## config.mk

```make
export PLATFORM = sky130hd
export DESIGN_NAME = port_status_link_caps
export DESIGN_NICKNAME = d
export VERILOG_FILES = /design/src/core/port_caps_pkg.sv /design/src/core/sticky_flag_bank.sv /design/src/core/link_width_decode.sv /design/src/core/port_status_link_caps.sv
export SDC_FILE = /design/constraint.sdc
export NUM_CORES = 1
export LEC_CHECK = 0
export ABC_AREA = 1
export BUFFER_PORTS_ARGS = -buffer_cell sky130_fd_sc_hd__buf_2
export CORE_MARGIN = 2
export CORE_UTILIZATION = 40
export CTS_CLUSTER_DIAMETER = 40
export DETAILED_ROUTE_END_ITERATION = 16
export PLACE_DENSITY = 0.72
export SETUP_SLACK_MARGIN = 0.3
export SYNTH_ARGS = -nofsm -noshare
export SYNTH_HDL_FRONTEND = slang
export SYNTH_SLANG_ARGS = --single-unit
```

## constraint.sdc

```tcl
create_clock -name mclk -period 3.2 [get_ports mclk]
set_input_delay 0.64 -clock mclk [delete_from_list [all_inputs] [get_ports mclk]]
set_output_delay 0.64 -clock mclk [all_outputs]
set_load 0.03 [all_outputs]
```

## src/core/port_caps_pkg.sv

```systemverilog
package port_caps_pkg;

	// Bus geometry
	localparam int ADDR_W = 12;
	localparam int DATA_W = 32;
	localparam int STRB_W = 4;

	// Register indices; byte address is four times the index
	localparam logic [ADDR_W-1:0] IDX_DEV_CONTROL = 12'h048;
	localparam logic [ADDR_W-1:0] IDX_DEV_STATUS = 12'h04A;
	localparam logic [ADDR_W-1:0] IDX_LINK_CAPS = 12'h04C;
	localparam logic [ADDR_W-1:0] IDX_LINK_CONTROL = 12'h050;
	localparam logic [ADDR_W-1:0] IDX_IRQ_MASK = 12'h0F0;
	localparam logic [ADDR_W-1:0] ADDR_DEV_CONTROL = {IDX_DEV_CONTROL[ADDR_W-3:0], 2'h0};
	localparam logic [ADDR_W-1:0] ADDR_DEV_STATUS = {IDX_DEV_STATUS[ADDR_W-3:0], 2'h0};
	localparam logic [ADDR_W-1:0] ADDR_LINK_CAPS = {IDX_LINK_CAPS[ADDR_W-3:0], 2'h0};
	localparam logic [ADDR_W-1:0] ADDR_LINK_CONTROL = {IDX_LINK_CONTROL[ADDR_W-3:0], 2'h0};
	localparam logic [ADDR_W-1:0] ADDR_IRQ_MASK = {IDX_IRQ_MASK[ADDR_W-3:0], 2'h0};

	// Bus responses
	localparam logic [1:0] RESP_OKAY = 2'h0;
	localparam logic [1:0] RESP_SLVERR = 2'h2;

	// Device control upper: read request size
	localparam int RRS_LSB = 12;
	localparam logic [2:0] RRS_VALUE = 3'h0;

	// Device status flags
	localparam int N_FLAGS = 4;
	localparam int FLAG_CORR = 0;
	localparam int FLAG_NONFATAL = 1;
	localparam int FLAG_FATAL = 2;
	localparam int FLAG_UNSUP = 3;
	localparam logic [N_FLAGS-1:0] FLAGS_RESET = 4'h0;
	localparam logic [N_FLAGS-1:0] MASK_RESET = 4'h0;

	// Link capabilities fields
	localparam int SPEED_LSB = 0;
	localparam int WIDTH_LSB = 4;
	localparam int WIDTH_W = 6;
	localparam int ASPM_LSB = 10;
	localparam int L0S_LSB = 12;
	localparam int L1_LSB = 15;
	localparam int REFCLK_RM_BIT = 18;
	localparam int SURPRISE_BIT = 19;
	localparam int DLLA_BIT = 20;
	localparam int BW_NOTIFY_BIT = 21;
	localparam logic [3:0] SPEED_2G5 = 4'h1;
	localparam logic [3:0] SPEED_5G = 4'h2;
	localparam logic [1:0] ASPM_L0S_L1 = 2'h3;
	localparam logic [2:0] L0S_SEPARATE = 3'h5;
	localparam logic [2:0] L0S_COMMON = 3'h3;
	localparam logic [2:0] L1_RESET = 3'h2;
	localparam logic REFCLK_RM_RESET = 1'h0;

	// Link width codes
	localparam int N_WIDTH_CODES = 7;
	localparam logic [WIDTH_W-1:0] WIDTH_X1 = 6'h01;
	localparam logic [WIDTH_W-1:0] WIDTH_CODES [N_WIDTH_CODES] = '{6'h01, 6'h02, 6'h04, 6'h08, 6'h0C, 6'h0D, 6'h20};

	// Link control
	localparam int SHARED_CLK_BIT = 6;

endpackage

```

## src/core/sticky_flag_bank.sv

```systemverilog
module sticky_flag_bank (
	input wire logic mclk,
	input wire logic srst,
	input wire logic [port_caps_pkg::N_FLAGS-1:0] set_evt,
	input wire logic [port_caps_pkg::N_FLAGS-1:0] clr,
	output logic [port_caps_pkg::N_FLAGS-1:0] flags
);
	import port_caps_pkg::*;

	genvar i;
	generate
		for (i = 0; i < N_FLAGS; i++) begin : g_flag
			// A new event beats a clear in the same cycle
			always_ff @(posedge mclk) begin
				if (srst) begin
					flags[i] <= FLAGS_RESET[i];
				end else begin
					flags[i] <= set_evt[i] | (flags[i] & ~clr[i]);
				end
			end
		end
	endgenerate

endmodule // sticky_flag_bank

```

## src/core/link_width_decode.sv

```systemverilog
module link_width_decode (
	input wire logic [port_caps_pkg::WIDTH_W-1:0] code,
	output logic [port_caps_pkg::WIDTH_W-1:0] width,
	output logic valid
);
	import port_caps_pkg::*;

	logic [N_WIDTH_CODES-1:0] match;

	genvar i;
	generate
		for (i = 0; i < N_WIDTH_CODES; i++) begin : g_code
			assign match[i] = (code == WIDTH_CODES[i]);
		end
	endgenerate

	assign valid = |match;
	assign width = valid ? code : WIDTH_X1;

endmodule // link_width_decode

```

## src/core/port_status_link_caps.sv

```systemverilog
// Summary of operation
// - The read request size field in device control reads as zero and ignores writes.
// - Correctable, non-fatal and fatal error flags in status bits 0 to 2 are sticky and clear on write-one.
// - Status bit 3 sets on an unsupported request and clears only when software writes one to it.
// - Error flags are logged regardless of any reporting enable.
// - Status bits 4 and 5 (aux power, pending transactions) read as constant zero.
// - The top link speed field reads 0x1, meaning 2.5 Gbps only.
// - Link width starts at the physical lane count, may be lowered, and an invalid code trains as x1.
// - Width codes 1, 2, 4, 8, 12, 13, 32 mean x1, x2, x4, x8, x12, x16, x32; code 0 is reserved.
// - The low power support field reads constant 0x3 for L0s and L1.
// - L1 exit latency defaults to 0x2.
// - Reference clock removal capability defaults to zero.
// - Surprise down capability defaults to 1 downstream and 0 upstream.
// - Link active reporting capability defaults to 1 downstream and 0 upstream.
// - Bandwidth notification defaults to 1 downstream, 0 upstream, and 0 everywhere in 1.1 mode.
// - The shared reference clock bit in link control selects which L0s latency is reported.
module port_status_link_caps (
	input wire logic mclk,
	input wire logic srst,
	// Straps, caught while reset is held
	input wire logic downstream_port,
	input wire logic compat_1p1_mode,
	input wire logic [port_caps_pkg::WIDTH_W-1:0] phys_lane_count,
	// Error events, one-cycle pulses
	input wire logic corr_err_evt,
	input wire logic nonfatal_err_evt,
	input wire logic fatal_err_evt,
	input wire logic unsup_req_evt,
	// AXI4-Lite slave
	input wire logic [port_caps_pkg::ADDR_W-1:0] s_axi_awaddr,
	input wire logic s_axi_awvalid,
	output logic s_axi_awready,
	input wire logic [port_caps_pkg::DATA_W-1:0] s_axi_wdata,
	input wire logic [port_caps_pkg::STRB_W-1:0] s_axi_wstrb,
	input wire logic s_axi_wvalid,
	output logic s_axi_wready,
	output logic [1:0] s_axi_bresp,
	output logic s_axi_bvalid,
	input wire logic s_axi_bready,
	input wire logic [port_caps_pkg::ADDR_W-1:0] s_axi_araddr,
	input wire logic s_axi_arvalid,
	output logic s_axi_arready,
	output logic [port_caps_pkg::DATA_W-1:0] s_axi_rdata,
	output logic [1:0] s_axi_rresp,
	output logic s_axi_rvalid,
	input wire logic s_axi_rready,
	// Toward the link layer
	output logic [port_caps_pkg::WIDTH_W-1:0] link_width_target,
	output logic shared_refclk_config,
	output logic irq
);
	import port_caps_pkg::*;

	// Bus slave handshake state
	logic aw_held;
	logic w_held;
	logic ar_held;
	logic [ADDR_W-1:0] aw_addr_q;
	logic [ADDR_W-1:0] ar_addr_q;
	logic [DATA_W-1:0] wdata_q;
	logic [STRB_W-1:0] wstrb_q;
	logic wr_en;
	logic rd_en;
	logic [DATA_W-1:0] rd_data;
	logic wr_ok;
	logic rd_ok;
	// Handshake strobes, one per channel event
	logic aw_take;
	logic w_take;
	logic ar_take;
	logic b_done;
	logic r_done;

	// Register state
	logic [N_FLAGS-1:0] err_flags;
	logic [N_FLAGS-1:0] irq_mask;
	logic [WIDTH_W-1:0] top_link_width;
	logic [2:0] l1_exit_latency;
	logic refclk_removal_capable;
	logic surprise_down_capable;
	logic link_active_report_capable;
	logic bandwidth_notify_capable;

	// Decode and composed read values
	logic [DATA_W-1:0] wr_mask;
	logic hit_wr_dev_control;
	logic hit_wr_dev_status;
	logic hit_wr_link_caps;
	logic hit_wr_link_control;
	logic hit_wr_irq_mask;
	logic [N_FLAGS-1:0] flag_set;
	logic [N_FLAGS-1:0] flag_clr;
	logic [DATA_W-1:0] dev_control_rd;
	logic [DATA_W-1:0] dev_status_rd;
	logic [DATA_W-1:0] link_caps_rd;
	logic [DATA_W-1:0] link_control_rd;
	logic [DATA_W-1:0] irq_mask_rd;
	logic [DATA_W-1:0] next_link_caps;
	logic [DATA_W-1:0] next_link_control;
	logic [DATA_W-1:0] next_irq_mask;
	logic [2:0] l0s_exit_latency;
	logic [WIDTH_W-1:0] next_link_width_target;
	logic next_irq;
	logic [2:0] read_request_size_limit;
	logic aux_power_present;
	logic pending_transactions_flag;
	logic [3:0] top_link_speed;
	logic [1:0] low_power_support;

	localparam int LANE_W = DATA_W / STRB_W;

	// AXI4-Lite write channel
	// Address and data are taken in either order; the write fires once both are held.
	// Ready stays low until the response is taken, so the held copies cannot be overwritten.
	assign aw_take = s_axi_awvalid & s_axi_awready;
	assign w_take = s_axi_wvalid & s_axi_wready;
	assign b_done = s_axi_bvalid & s_axi_bready;
	assign wr_en = aw_held & w_held & ~s_axi_bvalid;

	always_ff @(posedge mclk) begin
		if (srst) begin
			s_axi_awready <= 1'b1;
			s_axi_wready <= 1'b1;
			s_axi_bvalid <= 1'b0;
			s_axi_bresp <= RESP_OKAY;
			aw_held <= 1'b0;
			w_held <= 1'b0;
			aw_addr_q <= '0;
			wdata_q <= '0;
			wstrb_q <= '0;
		end else begin
			if (aw_take) begin
				aw_held <= 1'b1;
				aw_addr_q <= s_axi_awaddr;
				s_axi_awready <= 1'b0;
			end
			if (w_take) begin
				w_held <= 1'b1;
				wdata_q <= s_axi_wdata;
				wstrb_q <= s_axi_wstrb;
				s_axi_wready <= 1'b0;
			end
			if (wr_en) begin
				s_axi_bvalid <= 1'b1;
				s_axi_bresp <= wr_ok ? RESP_OKAY : RESP_SLVERR;
			end
			if (b_done) begin
				s_axi_bvalid <= 1'b0;
				aw_held <= 1'b0;
				w_held <= 1'b0;
				s_axi_awready <= 1'b1;
				s_axi_wready <= 1'b1;
			end
		end
	end

	// AXI4-Lite read channel
	// Reads have no side effects, so the data is sampled a single cycle after the address.
	assign ar_take = s_axi_arvalid & s_axi_arready;
	assign r_done = s_axi_rvalid & s_axi_rready;
	assign rd_en = ar_held & ~s_axi_rvalid;

	always_ff @(posedge mclk) begin
		if (srst) begin
			s_axi_arready <= 1'b1;
			s_axi_rvalid <= 1'b0;
			s_axi_rresp <= RESP_OKAY;
			s_axi_rdata <= '0;
			ar_held <= 1'b0;
			ar_addr_q <= '0;
		end else begin
			if (ar_take) begin
				ar_held <= 1'b1;
				ar_addr_q <= s_axi_araddr;
				s_axi_arready <= 1'b0;
			end
			if (rd_en) begin
				s_axi_rvalid <= 1'b1;
				s_axi_rdata <= rd_data;
				s_axi_rresp <= rd_ok ? RESP_OKAY : RESP_SLVERR;
			end
			if (r_done) begin
				s_axi_rvalid <= 1'b0;
				ar_held <= 1'b0;
				s_axi_arready <= 1'b1;
			end
		end
	end

	// Address decode
	genvar lane;
	generate
		for (lane = 0; lane < STRB_W; lane++) begin : g_lane
			// Each strobe bit opens one byte lane of the write data
			assign wr_mask[lane*LANE_W +: LANE_W] = {LANE_W{wstrb_q[lane]}};
		end
	endgenerate
	assign hit_wr_dev_control = wr_en && (aw_addr_q == ADDR_DEV_CONTROL);
	assign hit_wr_dev_status = wr_en && (aw_addr_q == ADDR_DEV_STATUS);
	assign hit_wr_link_caps = wr_en && (aw_addr_q == ADDR_LINK_CAPS);
	assign hit_wr_link_control = wr_en && (aw_addr_q == ADDR_LINK_CONTROL);
	assign hit_wr_irq_mask = wr_en && (aw_addr_q == ADDR_IRQ_MASK);
	assign wr_ok = hit_wr_dev_control | hit_wr_dev_status | hit_wr_link_caps
		| hit_wr_link_control | hit_wr_irq_mask;

	always_comb begin
		rd_data = '0;
		rd_ok = 1'b1;
		if (ar_addr_q == ADDR_DEV_CONTROL) begin
			rd_data = dev_control_rd;
		end else if (ar_addr_q == ADDR_DEV_STATUS) begin
			rd_data = dev_status_rd;
		end else if (ar_addr_q == ADDR_LINK_CAPS) begin
			rd_data = link_caps_rd;
		end else if (ar_addr_q == ADDR_LINK_CONTROL) begin
			rd_data = link_control_rd;
		end else if (ar_addr_q == ADDR_IRQ_MASK) begin
			rd_data = irq_mask_rd;
		end else begin
			rd_ok = 1'b0;
		end
	end

	// Device control, upper half
	// Only whole-size transfers are ever made, so a request size limit has nothing to steer.
	// The lower control bits live elsewhere and read as zero here.
	assign read_request_size_limit = RRS_VALUE;
	assign dev_control_rd = {{(DATA_W-RRS_LSB-$bits(read_request_size_limit)){1'h0}},
		read_request_size_limit, {RRS_LSB{1'h0}}};

	// Device status
	// Events are logged with no reference to any reporting enable.
	assign flag_set[FLAG_CORR] = corr_err_evt;
	assign flag_set[FLAG_NONFATAL] = nonfatal_err_evt;
	assign flag_set[FLAG_FATAL] = fatal_err_evt;
	assign flag_set[FLAG_UNSUP] = unsup_req_evt;
	assign flag_clr = hit_wr_dev_status ? (wdata_q[N_FLAGS-1:0] & wr_mask[N_FLAGS-1:0]) : '0;

	sticky_flag_bank u_flags (
		.mclk(mclk),
		.srst(srst),
		.set_evt(flag_set),
		.clr(flag_clr),
		.flags(err_flags)
	);

	// No aux supply is drawn and no request starts here, so both bits are tied low
	assign aux_power_present = 1'h0;
	assign pending_transactions_flag = 1'h0;
	assign dev_status_rd = {{(DATA_W-N_FLAGS-2){1'h0}}, pending_transactions_flag, aux_power_present, err_flags};

	// Interrupt mask
	assign irq_mask_rd = {{(DATA_W-N_FLAGS){1'b0}}, irq_mask};
	assign next_irq_mask = (irq_mask_rd & ~wr_mask) | (wdata_q & wr_mask);

	always_ff @(posedge mclk) begin
		if (srst) begin
			irq_mask <= MASK_RESET;
		end else if (hit_wr_irq_mask) begin
			irq_mask <= next_irq_mask[N_FLAGS-1:0];
		end
	end

	assign next_irq = |(err_flags & irq_mask);

	always_ff @(posedge mclk) begin
		if (srst) begin
			irq <= 1'b0;
		end else begin
			irq <= next_irq;
		end
	end

	// Link control
	// Only the shared reference clock bit is held in this slice.
	assign link_control_rd = {{(DATA_W-SHARED_CLK_BIT-1){1'h0}}, shared_refclk_config, {SHARED_CLK_BIT{1'h0}}};
	assign next_link_control = (link_control_rd & ~wr_mask) | (wdata_q & wr_mask);

	always_ff @(posedge mclk) begin
		if (srst) begin
			shared_refclk_config <= 1'b0;
		end else if (hit_wr_link_control) begin
			shared_refclk_config <= next_link_control[SHARED_CLK_BIT];
		end
	end

	// Link capabilities
	// A shared reference clock shortens the L0s exit, so the latency follows that bit.
	assign l0s_exit_latency = shared_refclk_config ? L0S_COMMON : L0S_SEPARATE;
	// Fixed fields are plain wires, so a write to them has nowhere to land
	assign top_link_speed = SPEED_2G5;
	assign low_power_support = ASPM_L0S_L1;

	assign link_caps_rd = {
		{(DATA_W-BW_NOTIFY_BIT-1){1'h0}},
		bandwidth_notify_capable,
		link_active_report_capable,
		surprise_down_capable,
		refclk_removal_capable,
		l1_exit_latency,
		l0s_exit_latency,
		low_power_support,
		top_link_width,
		top_link_speed
	};
	assign next_link_caps = (link_caps_rd & ~wr_mask) | (wdata_q & wr_mask);

	// Straps are sampled while reset is held so the defaults match the port's role.
	always_ff @(posedge mclk) begin
		if (srst) begin
			top_link_width <= phys_lane_count;
			l1_exit_latency <= L1_RESET;
			refclk_removal_capable <= REFCLK_RM_RESET;
			surprise_down_capable <= downstream_port;
			link_active_report_capable <= downstream_port;
			bandwidth_notify_capable <= downstream_port & ~compat_1p1_mode;
		end else if (hit_wr_link_caps) begin
			// Speed, low power support and L0s latency are not stored: writes to them fall away
			top_link_width <= next_link_caps[WIDTH_LSB +: WIDTH_W];
			l1_exit_latency <= next_link_caps[L1_LSB +: 3];
			refclk_removal_capable <= next_link_caps[REFCLK_RM_BIT];
			surprise_down_capable <= next_link_caps[SURPRISE_BIT];
			link_active_report_capable <= next_link_caps[DLLA_BIT];
			bandwidth_notify_capable <= next_link_caps[BW_NOTIFY_BIT];
		end
	end

	// Raw width reads back as written; only the trained target is cleaned up.
	link_width_decode u_width (
		.code(top_link_width),
		.width(next_link_width_target),
		.valid()
	);

	always_ff @(posedge mclk) begin
		if (srst) begin
			link_width_target <= WIDTH_X1;
		end else begin
			link_width_target <= next_link_width_target;
		end
	end

endmodule // port_status_link_caps

```

-- Word level (Yosys, flattened, before mapping)
Cells that the tools add are included.
- bits in writable memories: 0
- bits in registers: 122
- latch bits: 0
- memories: 0
- output and inout port bits: 49
- memory bits (read-only): 0
- bits of input ports: 79
- order comparisons: 0
- reduce and logical (&&, ||, !) cells: 11
- muxes and demuxes: 22
- divide/modulo/power cells: 0
- add/subtract/negate cells: 0
- bitwise operators: 39
- shift-type cells: 0
- equal/unequal tests: 17
- multipliers: 0
- operator list (kind ; count):
    equality test 12 x 9 -> 1 bit, second input constant ; 8
    two-way mux 22 bit ; 3
    bitwise AND 22 bit ; 2
    equality test 12 x 10 -> 1 bit, second input constant ; 2
    inverter 22 bit ; 1
    OR 22 bit ; 1
    equality test 6 x 4 -> 1 bit, second input constant ; 3
    bitwise AND 1 bit ; 13
    bitwise AND 4 bit ; 3
    two-way mux 6 bit ; 2
    two-way mux 1 bit ; 11
    two-way mux 4 bit ; 2
    inverter 1 bit ; 8
    OR 1 bit ; 8
    bitwise AND 7 bit ; 1
    two-way mux 7 bit ; 1
    OR 7 bit ; 1
    OR reduction 7 bit ; 1
    equality test 6 x 1 -> 1 bit, second input constant ; 1
    equality test 6 x 2 -> 1 bit, second input constant ; 1
    equality test 6 x 3 -> 1 bit, second input constant ; 1
    equality test 6 bit, second input constant ; 1
    OR reduction 2 bit ; 3
    logical AND 1 bit ; 5
    5 further kinds ; 6

-- Longest topological paths before layout
Gate-level depths: netlist of the first run.
- word-level depth: 8
- depth in mapped cells: 10

-- By module
From an unflattened synthesis of the first run, not the netlist that was laid out.
- cell total of the unflattened synthesis: 609
- area total of the unflattened synthesis: 4423.0 µm²
- modules (own cells, without submodules) (module ; area an instance (µm²) ; times used ; cells each ; sequential area each (µm²)):
    port_status_link_caps ; 4141.5 ; 1 ; 562 ; 2072.0
    sticky_flag_bank ; 145.1 ; 1 ; 20 ; 80.1
    link_width_decode ; 136.4 ; 1 ; 27 ; 0.0

-- Worst setup path after synthesis of the first run
OpenSTA, ideal clock, no wires.
- path kind: input to register
- from: input srst
- to: register (tool-made name)
- data required time: 2.898 ns
- stages: 4
- data arrival time: 1.418 ns
- path slack: 1.480 ns
- library setup time: 0.302 ns
- cell sequence: inv_1 clkbuf_1 clkbuf_1 o21ai_0
- RTL lines (element ; RTL line ; RTL):
    from (decl) ; port_status_link_caps.sv:19 ; input wire logic srst,

==> impl_results.md, run 1 <==
- Area Overhead vs Synth: 17.2%
- Num ports: about 130
- Number of iterations in the first detailed-routing pass: 4
- Yosys warnings: 0
- Total global routing overflow: 0
- Pint: 1.86 mW
- Dpl hpwl: 7120 um
- CTS root buf: clkbuf_8
- Mapped Avg Cell Area: 7.41 sq um
- Post-DR wirelength/cell: between 10 and 15 um
- DRC Markers: 0
- Max Clock Skew: 10.4 ps
- Final #Nets: 743
- TritonCTS clock tree: done
- Cts hold-fix bufs: 0
- Die X: between 100 and 150 um
- Max_slew headroom: 51.8%
- Crit. End Element: register
- Sequential element share of the synthesized area: around 50%
- FF+latch count, synth: 103
- Non-filler cells, final: 805
- CTS HTree Levels: 3
- Pwr Density: 514 nW/um^2
- RePlAce Congestion: 0.841
- Max Slew Vio Count: 0
- Drt initial violations: 207
- Vias in the first global route: 3563
- FMAX: 542 MHz
- DRT Wirelength: ~9500 um
- Synth Cell Area: 4270 sq um
- Syn Inst Count: between 500 and 600
- R2r setup slk: 1360 ps
- Worst Reg-to-Reg Cells: 5
- Psw: 0.707 mW
- CP max FO: 5
- Critical Path Source: s_axi_bvalid
- Post-Route Setup TNS: 0 ps
- Sw Ratio: 27.5%
- Arrival time worst endpoint: approximately 1800 ps
- Pin count of the biggest net entering global routing: 39
- Combinational Power Share: approximately 12%
- Leakage: 2.38 nW
- Hold path depth: 2
- Vias per cell: 4.64
- Worst r2r src: s_axi_bvalid
- CTS Buffer Depth: 2
- Register share of total power: 55.4%
- Finished Core Util: 48.5%
- CP max stage cell: o21ai_0
- Final number of setup-violating endpoints: 0
- First-pass GRT wire length: 15700 um
- GRT Total Usage: 17.0%
- Synth cell types: 27
- Slowest stage delay, CP: 590 ps
- RSZ-0062 raised after global routing: no
- # clock sinks: 103
- Antenna Nets Post-Route: 0
- Via count: 3739
- Outcome: complete, no violations
- Initial antenna violation count: 0
- CP bufs+invs: 1
- Clock share of power: between 30% and 40%
- Hold path startpoint: ar_addr_q[1]
- Endpoint, Worst Hold: ar_addr_q[1]
- Clock Latency Late Sink: 360 ps
- Site Rows: 37
- CP Class: register to register
- Number of gates resized after CTS: 0
- Post-CTS setup buffers: 0
- Antenna Cells: 0
- Max rail drop VDD: roughly 0.19 mV
- Required time worst endpoint: about 3200 ps
- Crit path launch type: register
- Worst Hold Class: register to register
- Layout cells sized above 1: 19.3%
- Num CTS Buffers: 9
- Port Buffers: 99
- DIE AREA: 11500 sq um
- Crit-path cells: inv_1 > nand3_2 > nor2_2 > nand2_1 > o21ai_0
- Fin Hold WS: between 400 and 500 ps
- Core area: between 10000 and 15000 sq um
- Tcrit/Tclk final: 57.6%
- Final Hold Fails: 0
- Worst-path clk slew: 100 ps
- Min cycle time layout: 1840 ps
- Post-synth EDFFs: 9
- Async SR Flop Fraction: 0%
- Initial core utilization: approximately 41%
- Die Span Y: 107 um
- Main flop type after synthesis: dfxtp_1
- CP top delay family: compound AO/OA/AOI/OAI gates
- Worst-Margin Slew: ~700 ps
- Max Cap Viol: 0
- Fill cells: 1045
- Placed cells: 789
[cell type report]
class                      count  area (sq um)  area share (%)
tap                          136           170            3.40
multi-input combinational    384          1700            34.1
inverter                      62           233            4.65
clock buffer                  12           178            3.55
timing repair buffer         104           533            10.7
clock inverter                 4          32.5           0.650
sequential                   103          2150            43.0
[kinds of logic (layout without fill, tap and decap cells)]
group | count (synthesis) | after routing | synth area share [%]
AOI/OAI and AO/OA | 114 | 114 | 13.6
other | 1 | 13 | 0.0879
DFF | 103 | 103 | 50.4
buffers and inverters | 101 | 182 | 10.7
and+or+nand+nor | 257 | 257 | 25.2
[tightest hold or removal path: stages (launching register included)]
cell and delay, ps:
dfxtp_1 310, inv_1 60, a21oi_1 60
[per-layer routing]
layer	global-route usage [%]	up-vias	share of wire, %
met2	29.5	82	49
met1	21.5	1664	46
met3	2.66	2	4.6
met4	5.57	0	0.46
met5	0	-	0
li1	-	1991	-
[cell usage after synthesis (3+ instances only)]
cell      instances  area [sq um]
buf_4            15           113
nand3_1          40           200
a21oi_1          53           265
inv_1            60           225
nand2_1         110           413
nand4_1           6          37.5
clkbuf_1         18          67.6
nor2_1           88           330
edfxtp_1          9           270
buf_1             3          11.3
o21ai_0          57           285
and3_1            5          31.3
dfxtp_1          94          1880
[layout by cell type (no fill, tap or decap), drive strengths merged]
cell type  instances
buf              104
clkbuf            12
nand4              6
clkinv             3
dfxtp             94
o21ai             57
inv               63
nand3             42
a221oi             1
or2                1
nor2              91
o22ai              2
nand2            112
edfxtp             9
and3               5
conb              13
a21oi             54
[worst max-delay path by stage]
| stage | end | slack [ps] | depth (start not counted) |
|---|---|---|---|
| after detailed placement | register | 1060 | 4 |
| final | register | 1360 | 5 |
| after global placement | register | 1110 | 4 |
| after global routing | register | 1200 | 5 |
| after floorplan | register | 1480 | 4 |
| after CTS | register | 1360 | 5 |
[metrics by stage]
step	instance area (sq um)	setup slack, ps	power (mW)
finish	5000	1360	2.57
global route	5000	1200	2.71
CTS	5000	1360	2.59
detailed placement	4790	1060	1.77
global placement	4790	1110	1.76
floorplan	4310	1480	1.68
[power groups by stage]
| stage | clock [mW] | combinational (mW) | sequential (mW) |
|---|---|---|---|
| CTS | 0.850 | 0.318 | 1.42 |
| global placement | 0 | 0.309 | 1.45 |
| floorplan | 0 | 0.220 | 1.46 |
| global route | 0.910 | 0.361 | 1.44 |
| finish | 0.830 | 0.315 | 1.42 |
| detailed placement | 0 | 0.318 | 1.45 |
Power figures use the tool's default switching activity.
==> run 2, diff against run 1 <==
clock period = 1.8 ns   (was 3.2 ns; I/O delays follow)
==> run 2 against run 1 <==
- wire length increased by 0.31%
- clock power increased by 53%
- sequential share of layout area decreased by 0.14 points
- maximum frequency grew 32%
- die area did not move
==> impl_results.md, run 2 (synthesized netlist as in run 1, its figures left out) <==
- Met2 Use GR: 29.6% (+0.045 points)
- Leakage: 2.38 nW (+0.12%)
- Crit path top cell by count: nand2_2
- Port Buffers: 99 (unchanged)
- Most frequent cells in the layout: nand2_1, buf_2, dfxtp_1, nor2_1, inv_1
- DRT Wirelength: 9490 um (+0.31%)
- CTS HTree Levels: 3 (unchanged)
- Vias in the first global route: 3593 (+0.84%)
- Outcome: complete, no violations
- Crit-path cells: nor2_2 > nand2_1 > nor2_4 > nand2_2 > inv_2 > nand2_2 > nand2_2
- CTS root buf: clkbuf_8
- Initial antenna violation count: 0 (unchanged)
- Max_slew headroom: 58.2% (+6.3 points)
- CP max stage cell: dfxtp_1
- Total global routing overflow: 0 (unchanged)
- Crit. End Element: register
- Layer with the highest usage: met2
- Cts hold-fix bufs: 0 (unchanged)
- Max Cap Viol: 0 (unchanged)
- Vias per cell: 4.74 (+2.1%)
- CP Class: register to register
- Worst-Margin Slew: 627 ps (-88.0 ps)
- Via count: 3832 (+2.5%)
- DIE AREA: 11500 sq um (unchanged)
- Min cycle time layout: 1400 ps (-442 ps)
- Final #Nets: 746 (+0.40%)
- Arrival time worst endpoint: 1490 ps (-340 ps)
- CTS Buffer Depth: 2 (unchanged)
- Drt initial violations: 95 (-54%)
- Layout cells sized above 1: 21.0% (+1.7 points)
- Met1 usage: 21.8% (+0.23 points)
- Dpl hpwl: 7260 um (+2.0%)
- RSZ-0062 raised after global routing: yes
- Antenna Cells: 0 (unchanged)
- Pin count of the biggest net entering global routing: 50 (+28%)
- Required time worst endpoint: 1890 ps (-1300 ps)
- Pwr Density: 872 nW/um^2 (+70%)
- Num CTS Buffers: 9 (unchanged)
- Final number of setup-violating endpoints: 0 (unchanged)
- Worst Hold Class: input pin to register
- Initial core utilization: 41.3% (unchanged)
- FMAX: 713 MHz (+32%)
- Number of iterations in the first detailed-routing pass: 5 (+1)
- CP max FO: 6 (+1)
- Post-Route Setup TNS: 0 ps (unchanged)
- Max Clock Skew: 9.23 ps (-1.13 ps)
- Worst r2r src: aw_addr_q[0]
- Final Hold Fails: 0 (unchanged)
- Die X: 107 um (unchanged)
- Design Power: 4.38 mW (+70%)
- Antenna Nets Post-Route: 0 (unchanged)
- Max rail drop VDD: 0.376 mV (+98%)
- Site Rows: 37 (unchanged)
- Area Overhead vs Synth: 17.7%
- DRC Markers: 0 (unchanged)
- TritonCTS clock tree: done
- R2r setup slk: 400 ps (-960 ps)
- Post-DR wirelength/cell: 11.7 um (about the same)
- RePlAce Congestion: 0.894 (+6.3%)
- Max Slew Vio Count: 0 (unchanged)
- Slowest stage delay, CP: 330 ps (-260 ps)
- Tcrit/Tclk final: 77.9% (+20 points)
- Most common cell after layout, fill and taps aside: nand2_1
- Core area: 10300 sq um (unchanged)
- # clock sinks: 103 (unchanged)
- M3 GR Usage: 2.54% (-0.12 points)
- Die Span Y: 107 um (unchanged)
- Clock Latency Late Sink: 360 ps (about the same)
- Crit path launch type: register
- Critical Path Source: aw_addr_q[0]
- GRT Total Usage: 17.5% (+0.46 points)
- First-pass GRT wire length: 16000 um (+1.7%)
- Post-CTS setup buffers: 0 (unchanged)
- Num ports: 128 (unchanged)
- Worst-path clk slew: 100 ps (about the same)
- Hold path startpoint: s_axi_rready
## run 2: cell count changes in the layout (fill, tap and decap cells not counted), sizes merged
| cell | delta |
|---|---|
| inv | -1 |
| clkinv | +3 |
| buf | +3 |
| clkbuf | -2 |
## run 2: worst paths after layout
check                                endpoint  depth (start not counted)
worst max-delay path                 register                          7
worst min-delay path            s_axi_arready                          3
worst max register to register       register                          7
worst min register to register   ar_addr_q[0]                          2
## run 2: metal layers
layer / up-vias / wire (um)
met4: 0 / 155
met2: 91 / 4570
li1: 1997 / -
met3: 12 / 476
met1: 1732 / 4290
met5: - / 0
## run 2: timing repair
action	in CTS	in global routing
pin swaps	0	3
gates resized for setup	2	10
cloned	0	0
endpoints found under the setup margin	3	15
## run 2: final cells by class
cell class / instances / area (sq um)
clock buffer: 10 / 128
clock inverter: 6 / 36.3
fill: 1049 / 5300
inverter: 62 / 233
multi-input combinational: 384 / 1730
sequential: 103 / 2150
tap: 136 / 170
timing repair buffer: 107 / 568
## run 2: worst max-delay path: cells and delay by family (launching register included)
family	cells	cell delay [ps]
and+or+nand+nor	6	710
buffers and inverters	1	90
DFF	1	330
## run 2: stage by stage
| step | cells | worst slack (ps) | hold slack [ps] | area (sq um) | util, % |
|---|---|---|---|---|---|
| after floorplan | 588 | 311 | 429 | 4320 | - |
| after global placement | 792 | 315 | 441 | 4830 | 46.8 |
| after detailed placement | 792 | 269 | 449 | 4830 | 46.8 |
| after CTS | 808 | 349 | 202 | 5000 | 48.5 |
| after global routing | 808 | 271 | 206 | 5020 | 48.6 |
| final | 808 | 398 | 218 | 5020 | 48.6 |
## run 2: report_power, final
group	total, mW	switching (mW)	internal, mW
clock network	1.27	0.772	0.500
logic	0.572	0.378	0.194
registers	2.53	0.0911	2.44
total	4.38	1.24	3.14
